--- config.mk ---
export PLATFORM = sky130hd
export DESIGN_NAME = ibt_core
export DESIGN_NICKNAME = d
export VERILOG_FILES = /design/src/common/ibt_pkg.sv /design/src/logic/ibt_core.sv
export SDC_FILE = /design/constraint.sdc
export NUM_CORES = 1
export LEC_CHECK = 0
export ABC_AREA = 1
export BUFFER_PORTS_ARGS = -buffer_cell sky130_fd_sc_hd__buf_2
export CORE_ASPECT_RATIO = 1.25
export CORE_MARGIN = 10
export CORE_UTILIZATION = 55
export DETAILED_ROUTE_END_ITERATION = 12
export PLACE_DENSITY = 0.76
export SKIP_LAST_GASP = 1
export SYNTH_ARGS = -nofsm -noshare
export SYNTH_HDL_FRONTEND = slang
export SYNTH_SLANG_ARGS = --single-unit
export TNS_END_PERCENT = 50
--- constraint.sdc ---
create_clock -name CORE_CLK -period 3.1 [get_ports CORE_CLK]
set_clock_uncertainty 0.15 [all_clocks]
set_input_delay 0.155 -clock CORE_CLK [delete_from_list [all_inputs] [get_ports CORE_CLK]]
set_output_delay 0.155 -clock CORE_CLK [all_outputs]
set_load 0.005 [all_outputs]
--- src/common/ibt_pkg.sv ---
// Shared constants, register layout and state type of the I2C timing block.
// Assumes a single 100 MHz core clock and an APB master on the register side.
package ibt_pkg;
	localparam int CLK_MHZ = 100;
	localparam logic [7:0] IBT_CTRL_OFS = 8'h00;
	localparam logic [7:0] IBT_STAT_OFS = 8'h04;
	localparam logic [7:0] IBT_DATA_OFS = 8'h08;
	localparam int CTRL_EN = 0;
	localparam int CTRL_DIR = 1;
	localparam int CTRL_MST = 2;
	localparam int CTRL_RR = 3;
	localparam int CTRL_CKS = 4;
	localparam int CTRL_NACK = 7;
	localparam int CTRL_START = 8;
	localparam int CTRL_STOP = 9;
	localparam int STAT_BUSY = 0;
	localparam int STAT_SCL = 1;
	localparam int STAT_SDA = 2;
	localparam int STAT_RXV = 3;
	localparam int STAT_OWN = 4;
	localparam int STAT_ACK = 5;
	localparam int STAT_TXE = 6;
	localparam int STAT_FULL = 7;
	localparam logic [7:0] CTRL_RST = 8'h00;
	localparam logic [8:0] SDA_HOLD_CYC = 9'h003;
	localparam logic [8:0] STOP_EXTRA_CYC = 9'h002;
	localparam logic [8:0] FREE_TRIM_CYC = 9'h001;
	localparam int THR_LO_TENTHS = 75;
	localparam int THR_HI_TENTHS = 175;
	localparam logic [8:0] THR_LO_CYC = 9'((THR_LO_TENTHS + 9) / 10);
	localparam logic [8:0] THR_HI_CYC = 9'((THR_HI_TENTHS + 9) / 10);
	localparam int DATA_W = 8;
	localparam int FIFO_DEPTH = 32;
	localparam logic [8:0] PER_MIN = 9'h01c;

	typedef enum logic [2:0] {
		IBT_IDLE = 3'b000,
		IBT_LOW = 3'b001,
		IBT_HIGH = 3'b011,
		IBT_SHOLD = 3'b010,
		IBT_PSTOP = 3'b110,
		IBT_STOPH = 3'b111,
		IBT_FREE = 3'b101,
		IBT_RSU = 3'b100
	} ibt_state_e;

	// SCL period in core cycles; the range bit doubles the base period.
	function automatic logic [8:0] ibt_period(input logic rr, input logic [2:0] cks);
		logic [8:0] base;
		base = 9'h01c;
		unique case (cks)
			3'h0: base = 9'h01c;
			3'h1: base = 9'h028;
			3'h2: base = 9'h030;
			3'h3: base = 9'h040;
			3'h4: base = 9'h050;
			3'h5: base = 9'h064;
			3'h6: base = 9'h070;
			3'h7: base = 9'h080;
		endcase
		return rr ? {base[7:0], 1'b0} : base;
	endfunction
endpackage

--- src/logic/ibt_core.sv ---
// I2C byte engine with bus timing generation, input sampling and an APB register file.
// Assumes SCL and SDA are open-drain wires resolved outside from the enables.
//
// Function
// - Bus busy may clear before SCL has been driven low.
// - Enabled transmit: data write or FIFO-to-shift move launches the next byte.
// - Enabled receive: data read or shift-to-buffer move launches the next byte.
// - SCL period 28 to 256 cycles, high and low each half.
// - Bus free time after stop is half period minus one cycle.
// - Start hold: SCL high half period minus one after SDA falls.
// - Repeated start: SCL and SDA high one full period first.
// - Stop setup: SCL high half period plus two before SDA rises.
// - Master data setup is SCL low time minus three cycles.
// - Slave data setup is observed SCL low time minus three cycles.
// - SDA keeps its level three cycles after each SCL fall.
// - SCL and SDA inputs are sampled on the core clock.
// - Master follows the real SCL level bit by bit.
// - Slow SCL rise beyond 7.5 or 17.5 cycles extends the high phase.
// - Range bit and clock select field set the period.
`timescale 1ns/1ps

module ibt_fifo import ibt_pkg::*; #(
	parameter int W = DATA_W,
	parameter int DEPTH = FIFO_DEPTH
) (
	input wire logic clk,
	input wire logic rst_n,
	input wire logic in_valid,
	input wire logic [W-1:0] in_data,
	output logic in_ready,
	output logic out_valid,
	output logic [W-1:0] out_data,
	input wire logic out_ready
);
	localparam int AW = $clog2(DEPTH);
	if (DEPTH < 2 || (1 << AW) != DEPTH) begin : g_bad_depth
		$error("FIFO depth must be a power of two");
	end
	logic [W-1:0] mem [DEPTH];
	logic [AW:0] wp_q;
	logic [AW:0] rp_q;
	wire push = in_valid & in_ready;
	wire pop = out_valid & out_ready;
	assign in_ready = !((wp_q[AW] != rp_q[AW]) && (wp_q[AW-1:0] == rp_q[AW-1:0]));
	assign out_valid = wp_q != rp_q;
	assign out_data = mem[rp_q[AW-1:0]];

	always_ff @(posedge clk or negedge rst_n) begin
		if (!rst_n) begin
			wp_q <= '0;
			rp_q <= '0;
		end else begin
			wp_q <= wp_q + (AW+1)'(push);
			rp_q <= rp_q + (AW+1)'(pop);
		end
	end

	always_ff @(posedge clk) begin
		if (push) begin
			mem[wp_q[AW-1:0]] <= in_data;
		end
	end
endmodule // ibt_fifo

module ibt_core import ibt_pkg::*; (
	input wire logic CORE_CLK,
	input wire logic NRST,
	input wire logic PSEL,
	input wire logic PENABLE,
	input wire logic PWRITE,
	input wire logic [7:0] PADDR,
	input wire logic [31:0] PWDATA,
	output logic [31:0] PRDATA,
	output logic PREADY,
	output logic PSLVERR,
	input wire logic SCL_I,
	input wire logic SDA_I,
	output logic SCL_O,
	output logic SCL_OE,
	output logic SDA_O,
	output logic SDA_OE
);
	logic [31:0] prdata_q;
	logic pready_q;
	logic pslverr_q;
	logic [7:0] ctrl_q;
	logic start_req_q;
	logic stop_req_q;
	logic rx_arm_q;
	logic [1:0] s1_q;
	logic [1:0] s2_q;
	logic [1:0] s3_q;
	logic [1:0] line_q;
	logic [1:0] prev_q;
	logic busy_q;
	ibt_state_e state_q;
	logic [8:0] cnt_q;
	logic [3:0] bit_q;
	logic [7:0] shift_q;
	logic scl_oe_q;
	logic sda_oe_q;
	logic own_q;
	logic hi_seen_q;
	logic ackr_q;
	logic [7:0] rxbuf_q;
	logic rxv_q;
	logic pend_q;
	logic drv_lvl_q;
	logic fifo_in_ready;
	logic fifo_valid;
	logic [7:0] fifo_data;

	// Register side decode.
	wire access = PSEL & PENABLE;
	wire done = access & pready_q;
	wire is_ctrl = PADDR == IBT_CTRL_OFS;
	wire is_stat = PADDR == IBT_STAT_OFS;
	wire is_data = PADDR == IBT_DATA_OFS;
	wire mapped = is_ctrl | is_stat | is_data;
	wire ctrl_wr = done & PWRITE & is_ctrl;
	wire data_wr = done & PWRITE & is_data;
	wire data_rd = done & ~PWRITE & is_data;
	// A data write against a full FIFO is held off, not dropped.
	wire wr_stall = PWRITE & is_data & ~fifo_in_ready;
	wire en = ctrl_q[CTRL_EN];
	wire dir = ctrl_q[CTRL_DIR];
	wire mst = ctrl_q[CTRL_MST];
	wire [8:0] period = ibt_period(ctrl_q[CTRL_RR], ctrl_q[CTRL_CKS +: 3]);
	wire [8:0] half = {1'b0, period[8:1]};
	wire [8:0] half_m1 = half - FREE_TRIM_CYC;
	wire [8:0] stoh = half + STOP_EXTRA_CYC;
	wire [8:0] thr = ctrl_q[CTRL_RR] ? THR_HI_CYC : THR_LO_CYC;
	wire [8:0] cnt_inc = cnt_q + 9'h001;
	wire [8:0] hold_m1 = SDA_HOLD_CYC - 9'h001;
	wire [31:0] stat_word = {24'h0, ~fifo_in_ready, ~fifo_valid, ackr_q, own_q,
		rxv_q, line_q[1], line_q[0], busy_q};
	wire [31:0] rdata = is_ctrl ? {24'h0, ctrl_q} : is_stat ? stat_word :
		is_data ? {24'h0, rxbuf_q} : 32'h0;

	// Bus condition detection on the filtered lines.
	wire scl_f = line_q[0];
	wire sda_f = line_q[1];
	wire scl_rise = scl_f & ~prev_q[0];
	wire start_det = scl_f & prev_q[0] & prev_q[1] & ~sda_f;
	wire stop_det = scl_f & prev_q[0] & ~prev_q[1] & sda_f;

	// Engine launch terms.
	wire idle = state_q == IBT_IDLE;
	wire slv_ok = ~mst & busy_q & ~scl_f;
	wire can_go = idle & en & ((mst & own_q & ~start_req_q & ~stop_req_q) | slv_ok);
	wire tx_go = can_go & dir & fifo_valid;
	wire rx_go = can_go & ~dir & rx_arm_q & ~pend_q;
	wire start_take = idle & en & mst & start_req_q & (own_q | ~busy_q);
	wire stop_take = idle & en & mst & own_q & stop_req_q & ~start_req_q;
	wire last = bit_q == 4'h8;
	wire drive_bit = last ? (~dir & ~ctrl_q[CTRL_NACK]) : (dir & ~shift_q[7]);
	wire samp = scl_rise & (state_q == IBT_LOW || state_q == IBT_HIGH);
	wire hi_other = state_q == IBT_HIGH & mst & hi_seen_q & ~scl_f;
	wire hi_end = state_q == IBT_HIGH & (mst ? (hi_other | (scl_f & hi_seen_q &
		cnt_q == half_m1)) : (~scl_f & prev_q[0]));
	wire byte_done = hi_end & last;

	assign PRDATA = prdata_q;
	assign PREADY = pready_q;
	assign PSLVERR = pslverr_q;
	assign SCL_OE = scl_oe_q;
	assign SDA_OE = sda_oe_q;
	assign SCL_O = drv_lvl_q;
	assign SDA_O = drv_lvl_q;

	always_ff @(posedge CORE_CLK or negedge NRST) begin
		if (!NRST) begin
			pready_q <= 1'b0;
			pslverr_q <= 1'b0;
			prdata_q <= 32'h0;
			drv_lvl_q <= 1'b0;
		end else begin
			pready_q <= access & ~pready_q & ~wr_stall;
			pslverr_q <= access & ~pready_q & ~wr_stall & ~mapped;
			prdata_q <= (access & ~pready_q) ? rdata : prdata_q;
			drv_lvl_q <= 1'b0;
		end
	end

	// Commands are sticky until the engine takes them; a new write wins over the take.
	always_ff @(posedge CORE_CLK or negedge NRST) begin
		if (!NRST) begin
			ctrl_q <= CTRL_RST;
			start_req_q <= 1'b0;
			stop_req_q <= 1'b0;
		end else begin
			ctrl_q <= ctrl_wr ? PWDATA[7:0] : ctrl_q;
			start_req_q <= (ctrl_wr & PWDATA[CTRL_START]) |
				(start_req_q & (state_q != IBT_SHOLD));
			stop_req_q <= (ctrl_wr & PWDATA[CTRL_STOP]) | (stop_req_q & ~stop_take);
		end
	end

	// Two-stage synchroniser, then a match filter on stages two and three.
	for (genvar i = 0; i < 2; i++) begin : g_sync
		always_ff @(posedge CORE_CLK or negedge NRST) begin
			if (!NRST) begin
				s1_q[i] <= 1'b1;
				s2_q[i] <= 1'b1;
				s3_q[i] <= 1'b1;
				line_q[i] <= 1'b1;
				prev_q[i] <= 1'b1;
			end else begin
				s1_q[i] <= i == 0 ? SCL_I : SDA_I;
				s2_q[i] <= s1_q[i];
				s3_q[i] <= s2_q[i];
				line_q[i] <= (s2_q[i] == s3_q[i]) ? s2_q[i] : line_q[i];
				prev_q[i] <= line_q[i];
			end
		end
	end

	// Busy follows bus conditions only, so it can clear ahead of our own SCL.
	always_ff @(posedge CORE_CLK or negedge NRST) begin
		if (!NRST) begin
			busy_q <= 1'b0;
		end else begin
			busy_q <= start_det | (busy_q & ~stop_det);
		end
	end

	always_ff @(posedge CORE_CLK or negedge NRST) begin
		if (!NRST) begin
			shift_q <= 8'h0;
			ackr_q <= 1'b1;
		end else begin
			if (tx_go) begin
				shift_q <= fifo_data;
			end else if (samp & ~last) begin
				shift_q <= {shift_q[6:0], sda_f};
			end
			ackr_q <= (samp & last) ? sda_f : ackr_q;
		end
	end

	// Receive buffer: a full buffer parks the byte in the shift register.
	always_ff @(posedge CORE_CLK or negedge NRST) begin
		if (!NRST) begin
			rxbuf_q <= 8'h0;
			rxv_q <= 1'b0;
			pend_q <= 1'b0;
			rx_arm_q <= 1'b0;
		end else begin
			if (byte_done & ~dir) begin
				if (rxv_q & ~data_rd) begin
					pend_q <= 1'b1;
				end else begin
					rxbuf_q <= shift_q;
					rxv_q <= 1'b1;
				end
			end else if (data_rd) begin
				if (pend_q) begin
					rxbuf_q <= shift_q;
					pend_q <= 1'b0;
				end else begin
					rxv_q <= 1'b0;
				end
			end
			rx_arm_q <= data_rd | (byte_done & ~dir & (~rxv_q | data_rd)) |
				(rx_arm_q & ~rx_go);
		end
	end

	always_ff @(posedge CORE_CLK or negedge NRST) begin
		if (!NRST) begin
			state_q <= IBT_IDLE;
			cnt_q <= 9'h0;
			bit_q <= 4'h0;
			scl_oe_q <= 1'b0;
			sda_oe_q <= 1'b0;
			own_q <= 1'b0;
			hi_seen_q <= 1'b0;
		end else begin
			cnt_q <= cnt_inc;
			unique case (state_q)
				IBT_IDLE: begin
					if (tx_go | rx_go) begin
						state_q <= IBT_LOW;
						// A master launch counts its idle cycle, so the data hold stays three cycles.
						cnt_q <= {8'h00, mst};
						bit_q <= 4'h0;
					end else if (start_take) begin
						state_q <= own_q ? IBT_RSU : IBT_FREE;
						cnt_q <= 9'h0;
					end else if (stop_take) begin
						state_q <= IBT_PSTOP;
						cnt_q <= 9'h0;
					end else if (~mst & cnt_q == hold_m1) begin
						sda_oe_q <= 1'b0;
					end
				end
				IBT_LOW: begin
					if (cnt_q == hold_m1) begin
						sda_oe_q <= drive_bit;
					end
					if (mst & cnt_q == half_m1) begin
						scl_oe_q <= 1'b0;
						state_q <= IBT_HIGH;
						cnt_q <= 9'h0;
						hi_seen_q <= 1'b0;
					end else if (~mst & scl_rise) begin
						state_q <= IBT_HIGH;
					end
				end
				IBT_HIGH: begin
					if (hi_end) begin
						scl_oe_q <= mst;
						state_q <= last ? IBT_IDLE : IBT_LOW;
						bit_q <= bit_q + 4'h1;
						cnt_q <= 9'h0;
					end else if (mst & scl_f & ~hi_seen_q) begin
						hi_seen_q <= 1'b1;
						cnt_q <= (cnt_q >= thr) ? 9'h0 : cnt_inc;
					end
				end
				IBT_SHOLD: begin
					if (cnt_q == half_m1 - 9'h001) begin
						scl_oe_q <= 1'b1;
						own_q <= 1'b1;
						state_q <= IBT_IDLE;
						cnt_q <= 9'h0;
					end
				end
				IBT_RSU: begin
					if (scl_oe_q) begin
						sda_oe_q <= (cnt_q == hold_m1) ? 1'b0 : sda_oe_q;
						if (cnt_q == half_m1) begin
							scl_oe_q <= 1'b0;
							cnt_q <= 9'h0;
						end
					end else if (~scl_f) begin
						cnt_q <= 9'h0;
					end else if (cnt_q == period - 9'h001) begin
						sda_oe_q <= 1'b1;
						state_q <= IBT_SHOLD;
						cnt_q <= 9'h0;
					end
				end
				IBT_PSTOP: begin
					sda_oe_q <= (cnt_q == hold_m1) ? 1'b1 : sda_oe_q;
					if (cnt_q == half_m1) begin
						scl_oe_q <= 1'b0;
						state_q <= IBT_STOPH;
						cnt_q <= 9'h0;
					end
				end
				IBT_STOPH: begin
					if (~scl_f) begin
						cnt_q <= 9'h0;
					end else if (cnt_q == stoh - 9'h001) begin
						sda_oe_q <= 1'b0;
						own_q <= 1'b0;
						state_q <= IBT_FREE;
						cnt_q <= 9'h0;
					end
				end
				IBT_FREE: begin
					// Too short for some slaves; software adds its own gap.
					if (cnt_q >= half_m1 - 9'h001) begin
						cnt_q <= 9'h0;
						if (start_req_q & ~busy_q & en & mst) begin
							sda_oe_q <= 1'b1;
							state_q <= IBT_SHOLD;
						end else begin
							state_q <= IBT_IDLE;
						end
					end
				end
			endcase
		end
	end

	ibt_fifo #(
		.W(DATA_W),
		.DEPTH(FIFO_DEPTH)
	) u_txq (
		.clk(CORE_CLK),
		.rst_n(NRST),
		.in_valid(data_wr),
		.in_data(PWDATA[7:0]),
		.in_ready(fifo_in_ready),
		.out_valid(fifo_valid),
		.out_data(fifo_data),
		.out_ready(tx_go)
	);

	logic [8:0] lowc_q;
	always_ff @(posedge CORE_CLK or negedge NRST) begin
		if (!NRST) begin
			lowc_q <= 9'h0;
		end else begin
			lowc_q <= scl_oe_q ? lowc_q + 9'h001 : 9'h0;
		end
	end
endmodule // ibt_core

==> results of run 1 <==
## state kept, by name, summed over array words and instances, names as in the netlist, 2 cells and up
register,flops
shift_q,8
PRDATA,8
rxbuf_q,8
u_txq.mem,256
state_q,3
bit_q,4
u_txq.rp_q,6
cnt_q,9
prev_q,2
s1_q,2
u_txq.wp_q,6
ctrl_q,8
s2_q,2
s3_q,2
## critical path: stages (launching register included)
cell      delay [ps]
dfrtp_2          430
buf_6            140
ha_4             170
inv_4             60
nand2_4           40
nand2_2           60
o211ai_1         130
nor2_4           130
nand2_2           60
nand2_2           70
nand2_2           70
ha_4             280
nand2_4           60
nor2_2            90
nand2_1           80
o21ai_2          170
buf_4            130
buf_4             90
nand2_1           40
inv_1             60
nand2_2           70
nor2_4           120
nand3_4          160
nand2_2          110
inv_1             40
## cell usage in the layout, fill, tap and decap left out, types with 10 or more instances in the layout
cell type / count
dfstp_2: 11
xor2_1: 23
dfrtp_1: 68
clkbuf_16: 34
conb_1: 26
nand3_1: 75
buf_4: 102
buf_2: 35
nand4_1: 26
nand2_2: 31
ha_1: 14
nand2_4: 13
inv_1: 90
a21oi_1: 19
nor3_1: 10
o22ai_1: 42
nand2_1: 196
o221ai_1: 24
nor2_1: 222
edfxtp_1: 256
o211ai_1: 11
o21ai_0: 150
## metal layers
layer,GRT usage (%),vias to the layer above
met5,0,-
met4,7.85,0
met3,2.80,101
met2,37.5,432
met1,25.3,5549
li1,-,5383
## power breakdown
part / switching, mW / internal (mW) / total, mW
Clock: 1.70 / 2.26 / 3.95
Sequential: 0.188 / 5.05 / 5.23
Combinational: 0.806 / 0.483 / 1.29
Total: 2.69 / 7.78 / 10.5
## how the worst min path moves through the flow
stage / startpoint / to / slack (ps) / cells past startpoint
5_1_grt: PADDR[2] / PRDATA[3]$_DFFE_PN0P_ / 50 / 5
4_1_cts: PADDR[2] / start_req_q$_DFF_PN0_ / 4 / 5
2_1_floorplan: NRST / PRDATA[0]$_DFFE_PN0P_ / -290 / 0
3_5_place_dp: SDA_I / s1_q[1]$_DFF_PN1_ / 110 / 1
6_report: PADDR[2] / start_req_q$_DFF_PN0_ / 20 / 5
3_3_place_gp: SDA_I / s1_q[1]$_DFF_PN1_ / 110 / 1
## what timing repair did
| item | 4_1_cts | 5_1_grt |
|---|---|---|
| hold buffers | 8 | 0 |
| hold endpoints to repair | 62 | 0 |
| setup buffers | 9 | 5 |
| gates resized for setup | 22 | 60 |
| cloned | 0 | 1 |
| endpoints found under the setup margin | 21 | 27 |
| pin swaps | 22 | 36 |
## per-stage QoR
stage | power (mW) | setup WS, ps
detailed placement | 6.45 | -200
finish | 10.5 | -31.2
floorplan | 6.07 | 28.6
global placement | 6.41 | -84.1
global route | 10.9 | -176
CTS | 10.4 | -97.6
## cells by family after synthesis
logic type / Yosys count / synth area share, %
compound gates: 277 / 10.4
xor+xnor: 23 / 1.29
fa+ha+maj: 25 / 1.97
buf+inv: 201 / 5.81
flops: 339 / 62.6
mux: 2 / 0.144
other cells: 1 / 0.0240
simple gates: 615 / 17.7
## cell type report
cell class | count | area share, %
tap | 350 | 2.41
inverter | 110 | 2.37
timing repair buffer | 150 | 6.02
sequential | 339 | 53.8
clock inverter | 19 | 0.914
multi-input combinational | 969 | 29.5
clock buffer | 43 | 4.97
==> results.py, run 1 <==
metrics = {
    "status": {
        "status": "complete, but fails checks",
        "violations": "negative setup slack",
    },
    "logic_synthesis": {
        "ys_seq_elements": 339,
        "synth_top_flop_cell": "edfxtp_1",
        "synth.most_common_cell": "edfxtp_1",
        "async_flop_share_pct": 24.5,
        "synth_area_leaders": "edfxtp_1, dfrtp_1, nor2_1",
        "synth_edf_count": 256,
        "synth_top_area_share_pct": 49.2,
        "avgSynthCellArea_sq_um": 10.5,
        "synthTopCellsByCount": "edfxtp_1, nor2_1, nand2_1",
        "yosysSeqAreaShare_pct": 62.6,
        "postSynthCellCount": 1483,
        "syn-cell-area_sq_um": 15600,
        "ys_types": 51,
        "yosys_warnings": 0,
        "synth_top_area_cell": "edfxtp_1",
    },
    "pwr": {
        "leakage_nw": 7.26,
        "p_per_area_nw_per_um2": 576,
        "ir_drop_mv": 0.617,
    },
    "route": {
        "num_vias": 11500,
        "wl_microns": 38300,
        "dr_wl_met3_microns": 2180,
        "first_pass_iters": 6,
        "wl_met2_microns": 20100,
        "final_antenna_net_count": 0,
        "vias_per_cell": 5.79,
        "top_layer_used": "met4",
        "met1_length_microns": 14500,
        "drtIter0Drc": 1353,
        "drc": 0,
        "routedWlPerCell_microns": 19.4,
    },
    "clocking": {
        "insertion_delay_ps": 530,
        "cts_tree": "built",
        "htree_levels": 2,
        "clock_path_buffers": 3,
        "clock_sinks": 339,
        "clkTransAtPathRegs_ps": 60,
        "cts_root_buf": "clkbuf_16",
        "numCtsBuffers": 34,
    },
    "layout": {
        "instances_no_fill": 1980,
        "fin_util_pct": 65.4,
        "antenna_cells": 0,
        "seq_area_sq_um": 9790,
        "n_fill_cell": 2094,
        "area_growth_pct": 16.5,
        "multi_input_area_sq_um": 5380,
        "layout-drive-gt1-share_pct": 19.5,
        "layout.nets": 1674,
        "design_area_sq_um": 18200,
    },
    "sta": {
        "post-route-min-period_ps": 3130,
        "setup_slack_ps": -31.2,
        "finalHoldViolCount": 0,
        "hold_ws_ps": 15.2,
        "fmax_mhz": 319,
        "setup_tns_ps": -130,
        "tightestPinTransition_ps": 1020,
        "drv_slew": 0,
        "setup_violations": 8,
        "slew_headroom_pct": 31.9,
        "rsz0062_at_grt": "yes",
        "fin_crit_sh_pct": 101,
    },
    "floorplanning": {
        "start_util_pct": 56.1,
        "die_w_microns": 171,
        "io_pins": 85,
        "placementRows": 68,
        "die-area_sq_um": 35600,
        "coreArea_sq_um": 27800,
        "die_h_microns": 208,
    },
    "setup_path": {
        "r2r-end": "cnt_q[6]$_DFF_PN0_",
        "crit_end": "cnt_q[6]$_DFF_PN0_",
        "r2r_cells": 24,
        "critPathLaunchType": "flip-flop",
        "crit_start": "ctrl_q[5]$_DFFE_PN0P_",
        "r2r_slack_ps": -30,
        "crit_arrival_ps": 3390,
        "crit_fanout": 8,
        "r2r-start": "ctrl_q[5]$_DFFE_PN0P_",
        "critPathRequiredTime_ps": 3360,
        "end_kind": "flip-flop",
        "crit_type": "reg -> reg",
    },
    "global_routing": {
        "grt_pass1_wl_microns": 59900,
        "grt_max_degree": 108,
        "grt_pass1_vias": 11200,
        "gr-usage-all-layers_pct": 21.1,
        "gr-total-overflow": 0,
        "antenna_found_initial": 0,
    },
    "placement": {
        "gp_congestion": 0.929,
        "port_buffers": 36,
        "dpl_cell_area_sq_um": 16600,
        "dp_hpwl_microns": 24900,
        "place_inst": 1895,
    },
    "min_path": {
        "hp-class": "in -> reg",
    },
    "job": {
        "maxCapViolations": 0,
    },
}
Note: power is estimated with default switching activity, not from simulation.
==> run 2, diff against run 1 <==
Settings changed: SKIP_LAST_GASP 1 to default.
==> run 2 against run 1 <==
Against the previous run: clock-buffer cell count unchanged; sequential power is essentially flat; non-clock buffer count down 1; cell count shrank 0.10%; first-iteration DRC count is 4.6% lower; die area unchanged; largest power group unchanged; fmax fell by 0.32%; critical path type unchanged; highest routed layer unchanged; sequential cell count unchanged; the flow still finishes with violations (negative setup slack); via count shrank 0.75%; setup slack got worse by 10 ps; sequential share of layout area up 0.11 points.
==> results.py, run 2 (synthesized netlist as in run 1, its figures left out) <==
metrics = {
    "floorplanning": {
        "die-area_sq_um": 35600,
        "coreArea_sq_um": 27800,
        "die_h_microns": 208,
        "placementRows": 68,
        "start_util_pct": 56.1,
        "io_pins": 85,
        "die_w_microns": 171,
    },
    "sta": {
        "setup_tns_ps": -252,
        "hold_ws_ps": 11.5,
        "post-route-min-period_ps": 3140,
        "tightestPinTransition_ps": 994,
        "rsz0062_at_grt": "yes",
        "setup_slack_ps": -41.2,
        "drv_slew": 0,
        "finalHoldViolCount": 0,
        "setup_violations": 11,
        "fin_crit_sh_pct": 101,
        "fmax_mhz": 318,
        "slew_headroom_pct": 33.3,
    },
    "clocking": {
        "numCtsBuffers": 34,
        "insertion_delay_ps": 520,
        "clock_path_buffers": 3,
        "clock_sinks": 339,
        "cts_tree": "built",
        "cts_root_buf": "clkbuf_16",
        "clkTransAtPathRegs_ps": 70,
        "htree_levels": 2,
    },
    "setup_path": {
        "crit_arrival_ps": 3400,
        "crit_fanout": 8,
        "crit_slowest_cell": "dfrtp_2",
        "path_cells": "buf_6 > ha_4 > inv_4 > nand2_4 > nand2_2 > o211ai_1 > nor2_4 > nand2_2 > nand2_2 > nand2_2 > ha_4 > nand2_4 > nor2_2 > nand2_1 > o21ai_2 > buf_4 > buf_4 > nand2_1 > inv_1 > nand2_2 > nor2_4 > nand3_4 > nand2_2 > inv_1",
        "critPathRequiredTime_ps": 3350,
        "crit_start": "ctrl_q[5]$_DFFE_PN0P_",
        "end_kind": "flip-flop",
        "crit_top_cell": "nand2_2",
        "crit_type": "reg -> reg",
        "cpPeakStageDelay_ps": 430,
        "critPathLaunchType": "flip-flop",
        "r2r-start": "ctrl_q[5]$_DFFE_PN0P_",
    },
    "global_routing": {
        "grt_pass1_wl_microns": 59900,
        "gr-total-overflow": 0,
        "grt_max_degree": 108,
        "antenna_found_initial": 0,
        "gr-usage-all-layers_pct": 21.1,
        "grt_pass1_vias": 11300,
    },
    "status": {
        "violations": "negative setup slack",
        "status": "complete, but fails checks",
    },
    "pwr": {
        "ir_drop_mv": 0.619,
        "leakage_nw": 7.25,
        "p_per_area_nw_per_um2": 576,
    },
    "placement": {
        "port_buffers": 36,
        "dpl_cell_area_sq_um": 16600,
        "dp_hpwl_microns": 24900,
        "gp_congestion": 0.929,
    },
    "layout": {
        "layout-drive-gt1-share_pct": 19.2,
        "layout.nets": 1672,
        "design_area_sq_um": 18200,
        "final_common_cell": "edfxtp_1",
        "area_growth_pct": 16.3,
        "layout_common_cells": "edfxtp_1, nor2_1, nand2_1",
        "fin_util_pct": 65.3,
        "largest_register_ff_count": 256,
        "antenna_cells": 0,
    },
    "route": {
        "first_pass_iters": 7,
        "drtIter0Drc": 1291,
        "final_antenna_net_count": 0,
        "routedWlPerCell_microns": 19.3,
        "wl_microns": 38200,
        "top_layer_used": "met4",
        "met1_length_microns": 14400,
        "num_vias": 11400,
        "vias_per_cell": 5.75,
        "drc": 0,
        "dr_wl_met3_microns": 2310,
        "wl_met2_microns": 19900,
    },
    "min_path": {
        "min-delay-start": "PADDR[2]",
        "hp-class": "in -> reg",
    },
    "job": {
        "maxCapViolations": 0,
    },
}
==> run 2: cell types whose count changed in the layout (fill, tap and decap cells not counted) <==
cell / previous run / this run
buf_4: 102 / 101
nand2_1: 196 / 198
nand2_2: 31 / 29
nand3_1: 75 / 76
nand3_4: 3 / 2
nand4_2: 1 / 0
==> run 2: cell type report <==
type | count | area (sq um)
flip-flops and latches | 339 | 9790
repair buffers | 149 | 1090
inverters | 110 | 432
multi-input cells | 968 | 5350
well taps | 350 | 438
fillers | 2096 | 9660
clock buffers | 43 | 905
clock inverters | 19 | 166
==> run 2: metal layers <==
layer,vias up,global-route usage (%)
met5,-,0
met2,439,37.4
met3,99,2.80
met1,5463,25.3
met4,0,8.01
li1,5378,-
==> run 2: final timing paths <==
check	endpoint	slack, ps	depth (start not counted)
setup / recovery	cnt_q[6]$_DFF_PN0_	-40	24
hold / removal	start_req_q$_DFF_PN0_	10	5
setup reg to reg	cnt_q[6]$_DFF_PN0_	-40	24
hold reg to reg	s2_q[0]$_DFF_PN1_	200	0
max in group asynchronous	ackr_q$_DFFE_PN1P_	1870	3
min in group asynchronous	cnt_q[4]$_DFF_PN0_	140	2
==> run 2: power breakdown <==
group	switching (mW)	internal, mW	total [mW]
Sequential	0.187	5.05	5.23
Clock	1.70	2.26	3.96
Combinational	0.799	0.477	1.28
Total	2.69	7.78	10.5
==> run 2: metrics by stage <==
stage | instances | total power [mW] | setup WS (ps)
global route | 1978 | 10.9 | -186
finish | 1978 | 10.5 | -41.2
detailed placement | 1895 | 6.45 | -200
global placement | 1895 | 6.41 | -84.1
CTS | 1974 | 10.4 | -97.6
floorplan | 1508 | 6.07 | 28.6
==> run 2: repair_timing <==
| action | CTS | global route |
|---|---|---|
| pin swaps | 22 | 29 |
| gates resized for setup | 24 | 54 |
| setup buffers | 9 | 4 |
| hold buffers | 8 | 0 |
| endpoints found under the hold margin | 62 | 0 |
| setup endpoints to repair | 21 | 26 |
==> run 2: critical path: cells and delay by family, from the launching register on <==
family / cells / cell delay (ps)
simple gates: 14 / 1180
buf+inv: 6 / 520
fa+ha+maj: 2 / 450
flops: 1 / 430
compound gates: 2 / 290
==> run 3, diff against run 2 <==
Settings changed: CORE_ASPECT_RATIO 1.25 to 0.9, SETUP_SLACK_MARGIN from default to 0.15, SLEW_MARGIN from default to 20.
==> run 3 against run 2 <==
Against the previous run: hold slack better by 7.8 ps; highest routed layer unchanged; non-clock buffer count is 50 lower; sequential share of layout area is 0.37 points higher; the flow still finishes with violations (negative setup slack); register-to-register slack worse by 90 ps; clock power hardly changed; combinational power is 5% higher; wire length is 1.8% higher; cell count is 1.9% lower.
==> results.py, run 3 (synthesized netlist as in run 1, its figures left out) <==
metrics = {
    "layout": {
        "layout-drive-gt1-share_pct": 18.7,
        "largest_register_ff_count": 256,
        "design_area_sq_um": 18000,
        "layout.nets": 1624,
        "instances_no_fill": 1940,
        "antenna_cells": 0,
        "final_common_cell": "edfxtp_1",
        "layout_common_cells": "edfxtp_1, nor2_1, nand2_1",
        "area_growth_pct": 15.5,
    },
    "route": {
        "num_vias": 11500,
        "final_antenna_net_count": 0,
        "first_pass_iters": 6,
        "wl_microns": 38900,
        "routedWlPerCell_microns": 20.0,
        "drtIter0Drc": 1270,
        "vias_per_cell": 5.92,
        "drc": 0,
    },
    "pwr": {
        "p_per_area_nw_per_um2": 584,
        "swShare_pct": 26.6,
        "clkPwrFrac_pct": 37.5,
        "power_switching_mw": 2.80,
        "seqPwrFrac_pct": 49.8,
        "p_comb_share_pct": 12.7,
        "intPower_mw": 7.73,
        "power_mw": 10.5,
        "leakage_nw": 7.00,
        "ir_drop_mv": 0.578,
    },
    "sta": {
        "tightestPinTransition_ps": 769,
        "finalHoldViolCount": 0,
        "setup_slack_ps": -126,
        "setup_tns_ps": -3430,
        "rsz0062_at_grt": "yes",
        "fmax_mhz": 310,
        "fin_crit_sh_pct": 104,
        "slew_headroom_pct": 48.6,
        "drv_slew": 0,
        "post-route-min-period_ps": 3230,
        "setup_violations": 32,
    },
    "setup_path": {
        "crit_type": "reg -> reg",
        "crit_arrival_ps": 3230,
        "end_kind": "flip-flop",
        "crit_fanout": 8,
        "critPathLaunchType": "flip-flop",
        "critPathRequiredTime_ps": 3110,
        "r2r-start": "u_txq.rp_q[2]$_DFF_PN0_",
        "r2r_slack_ps": -130,
        "crit_start": "u_txq.rp_q[2]$_DFF_PN0_",
    },
    "floorplanning": {
        "die_w_microns": 198,
        "coreArea_sq_um": 27900,
        "placementRows": 58,
        "die_h_microns": 180,
        "start_util_pct": 55.9,
        "io_pins": 85,
        "die-area_sq_um": 35500,
    },
    "status": {
        "violations": "negative setup slack",
        "status": "complete, but fails checks",
    },
    "clocking": {
        "htree_levels": 2,
        "cts_tree": "built",
        "numCtsBuffers": 35,
        "clock_path_buffers": 3,
        "clkTransAtPathRegs_ps": 60,
        "cts_root_buf": "clkbuf_16",
        "insertion_delay_ps": 530,
        "clock_sinks": 339,
    },
    "placement": {
        "dp_hpwl_microns": 23700,
        "port_buffers": 36,
        "dpl_cell_area_sq_um": 16200,
        "place_inst": 1845,
        "gp_congestion": 0.955,
    },
    "global_routing": {
        "grt_max_degree": 129,
        "gr-usage-all-layers_pct": 21.3,
        "gr-total-overflow": 0,
        "grt_pass1_vias": 11000,
        "grt_pass1_wl_microns": 60600,
        "antenna_found_initial": 0,
    },
    "min_path": {
        "hp-class": "in -> async",
    },
    "job": {
        "maxCapViolations": 0,
    },
}
-- run 3: cell count changes in the layout (fill, tap and decap cells not counted), sizes merged --
cell         change
clkbuf           -4
buf             -54
bufinv           -1
dlygate4sd3      +4
clkinv          +10
nand4            +1
inv              -2
clkinvlp         -2
-- run 3: per-layer routing --
metal / track usage, % / vias up / part of all wire, %
li1: - / 5305 / -
met5: 0 / - / 0
met2: 33.3 / 565 / 47
met1: 29.4 / 5523 / 42
met3: 3.85 / 90 / 8.4
met4: 7.44 / 0 / 3.0
-- run 3: power groups by stage --
stage / Clock (mW) / Combinational (mW) / Sequential, mW
floorplan: 0 / 0.835 / 5.24
global placement: 0 / 1.10 / 5.31
detailed placement: 0 / 1.12 / 5.31
CTS: 3.98 / 1.21 / 5.23
global route: 4.17 / 1.50 / 5.25
finish: 3.95 / 1.34 / 5.24
-- run 3: final timing paths --
check	endpoint	cells past startpoint
worst max-delay path	u_txq.mem[16][1]$_DFFE_PP_	10
worst min-delay path	cnt_q[8]$_DFF_PN0_	2
worst max register to register	u_txq.mem[16][1]$_DFFE_PP_	10
worst min register to register	s2_q[1]$_DFF_PN1_	0
max in group asynchronous	s2_q[0]$_DFF_PN1_	3
min in group CORE_CLK	PRDATA[5]$_DFFE_PN0P_	5
-- run 3: timing repair --
item,4_1_cts,5_1_grt
buffers inserted,14,5
resized for setup,47,82
hold buffers,12,0
gates cloned,1,0
endpoints found under the hold margin,59,0
pin swaps,24,10
endpoints found under the setup margin,142,272
-- run 3: final cells by class --
class	instances	area, sq um
clock buffers	39	891
clock inverters	24	175
fillers	2025	9900
inverters	110	442
multi-input cells	969	5540
flip-flops and latches	339	9790
well taps	360	450
repair buffers	99	756
-- run 3: critical path: stages (launching register included) --
cell and delay, ps:
dfrtp_1 530, clkinv_1 140, nand2_1 80, a21oi_1 80
nand2_1 60, nor2_1 60, nand2_1 110, nand3_1 170
nor2_1 230, nand2_1 480, nor2_1 760
-- run 3: per-stage QoR --
| step | setup WS (ps) | hold slack, ps | util [%] |
|---|---|---|---|
| 6_report | -126 | 19.3 | 64.5 |
| 5_1_grt | -257 | 31.7 | 64.5 |
| 4_1_cts | 29.4 | 4.07 | 63.3 |
| 3_5_place_dp | -102 | 55.0 | 57.9 |
| 3_3_place_gp | -0.864 | 50.4 | 57.9 |
| 2_1_floorplan | 178 | -291 | - |
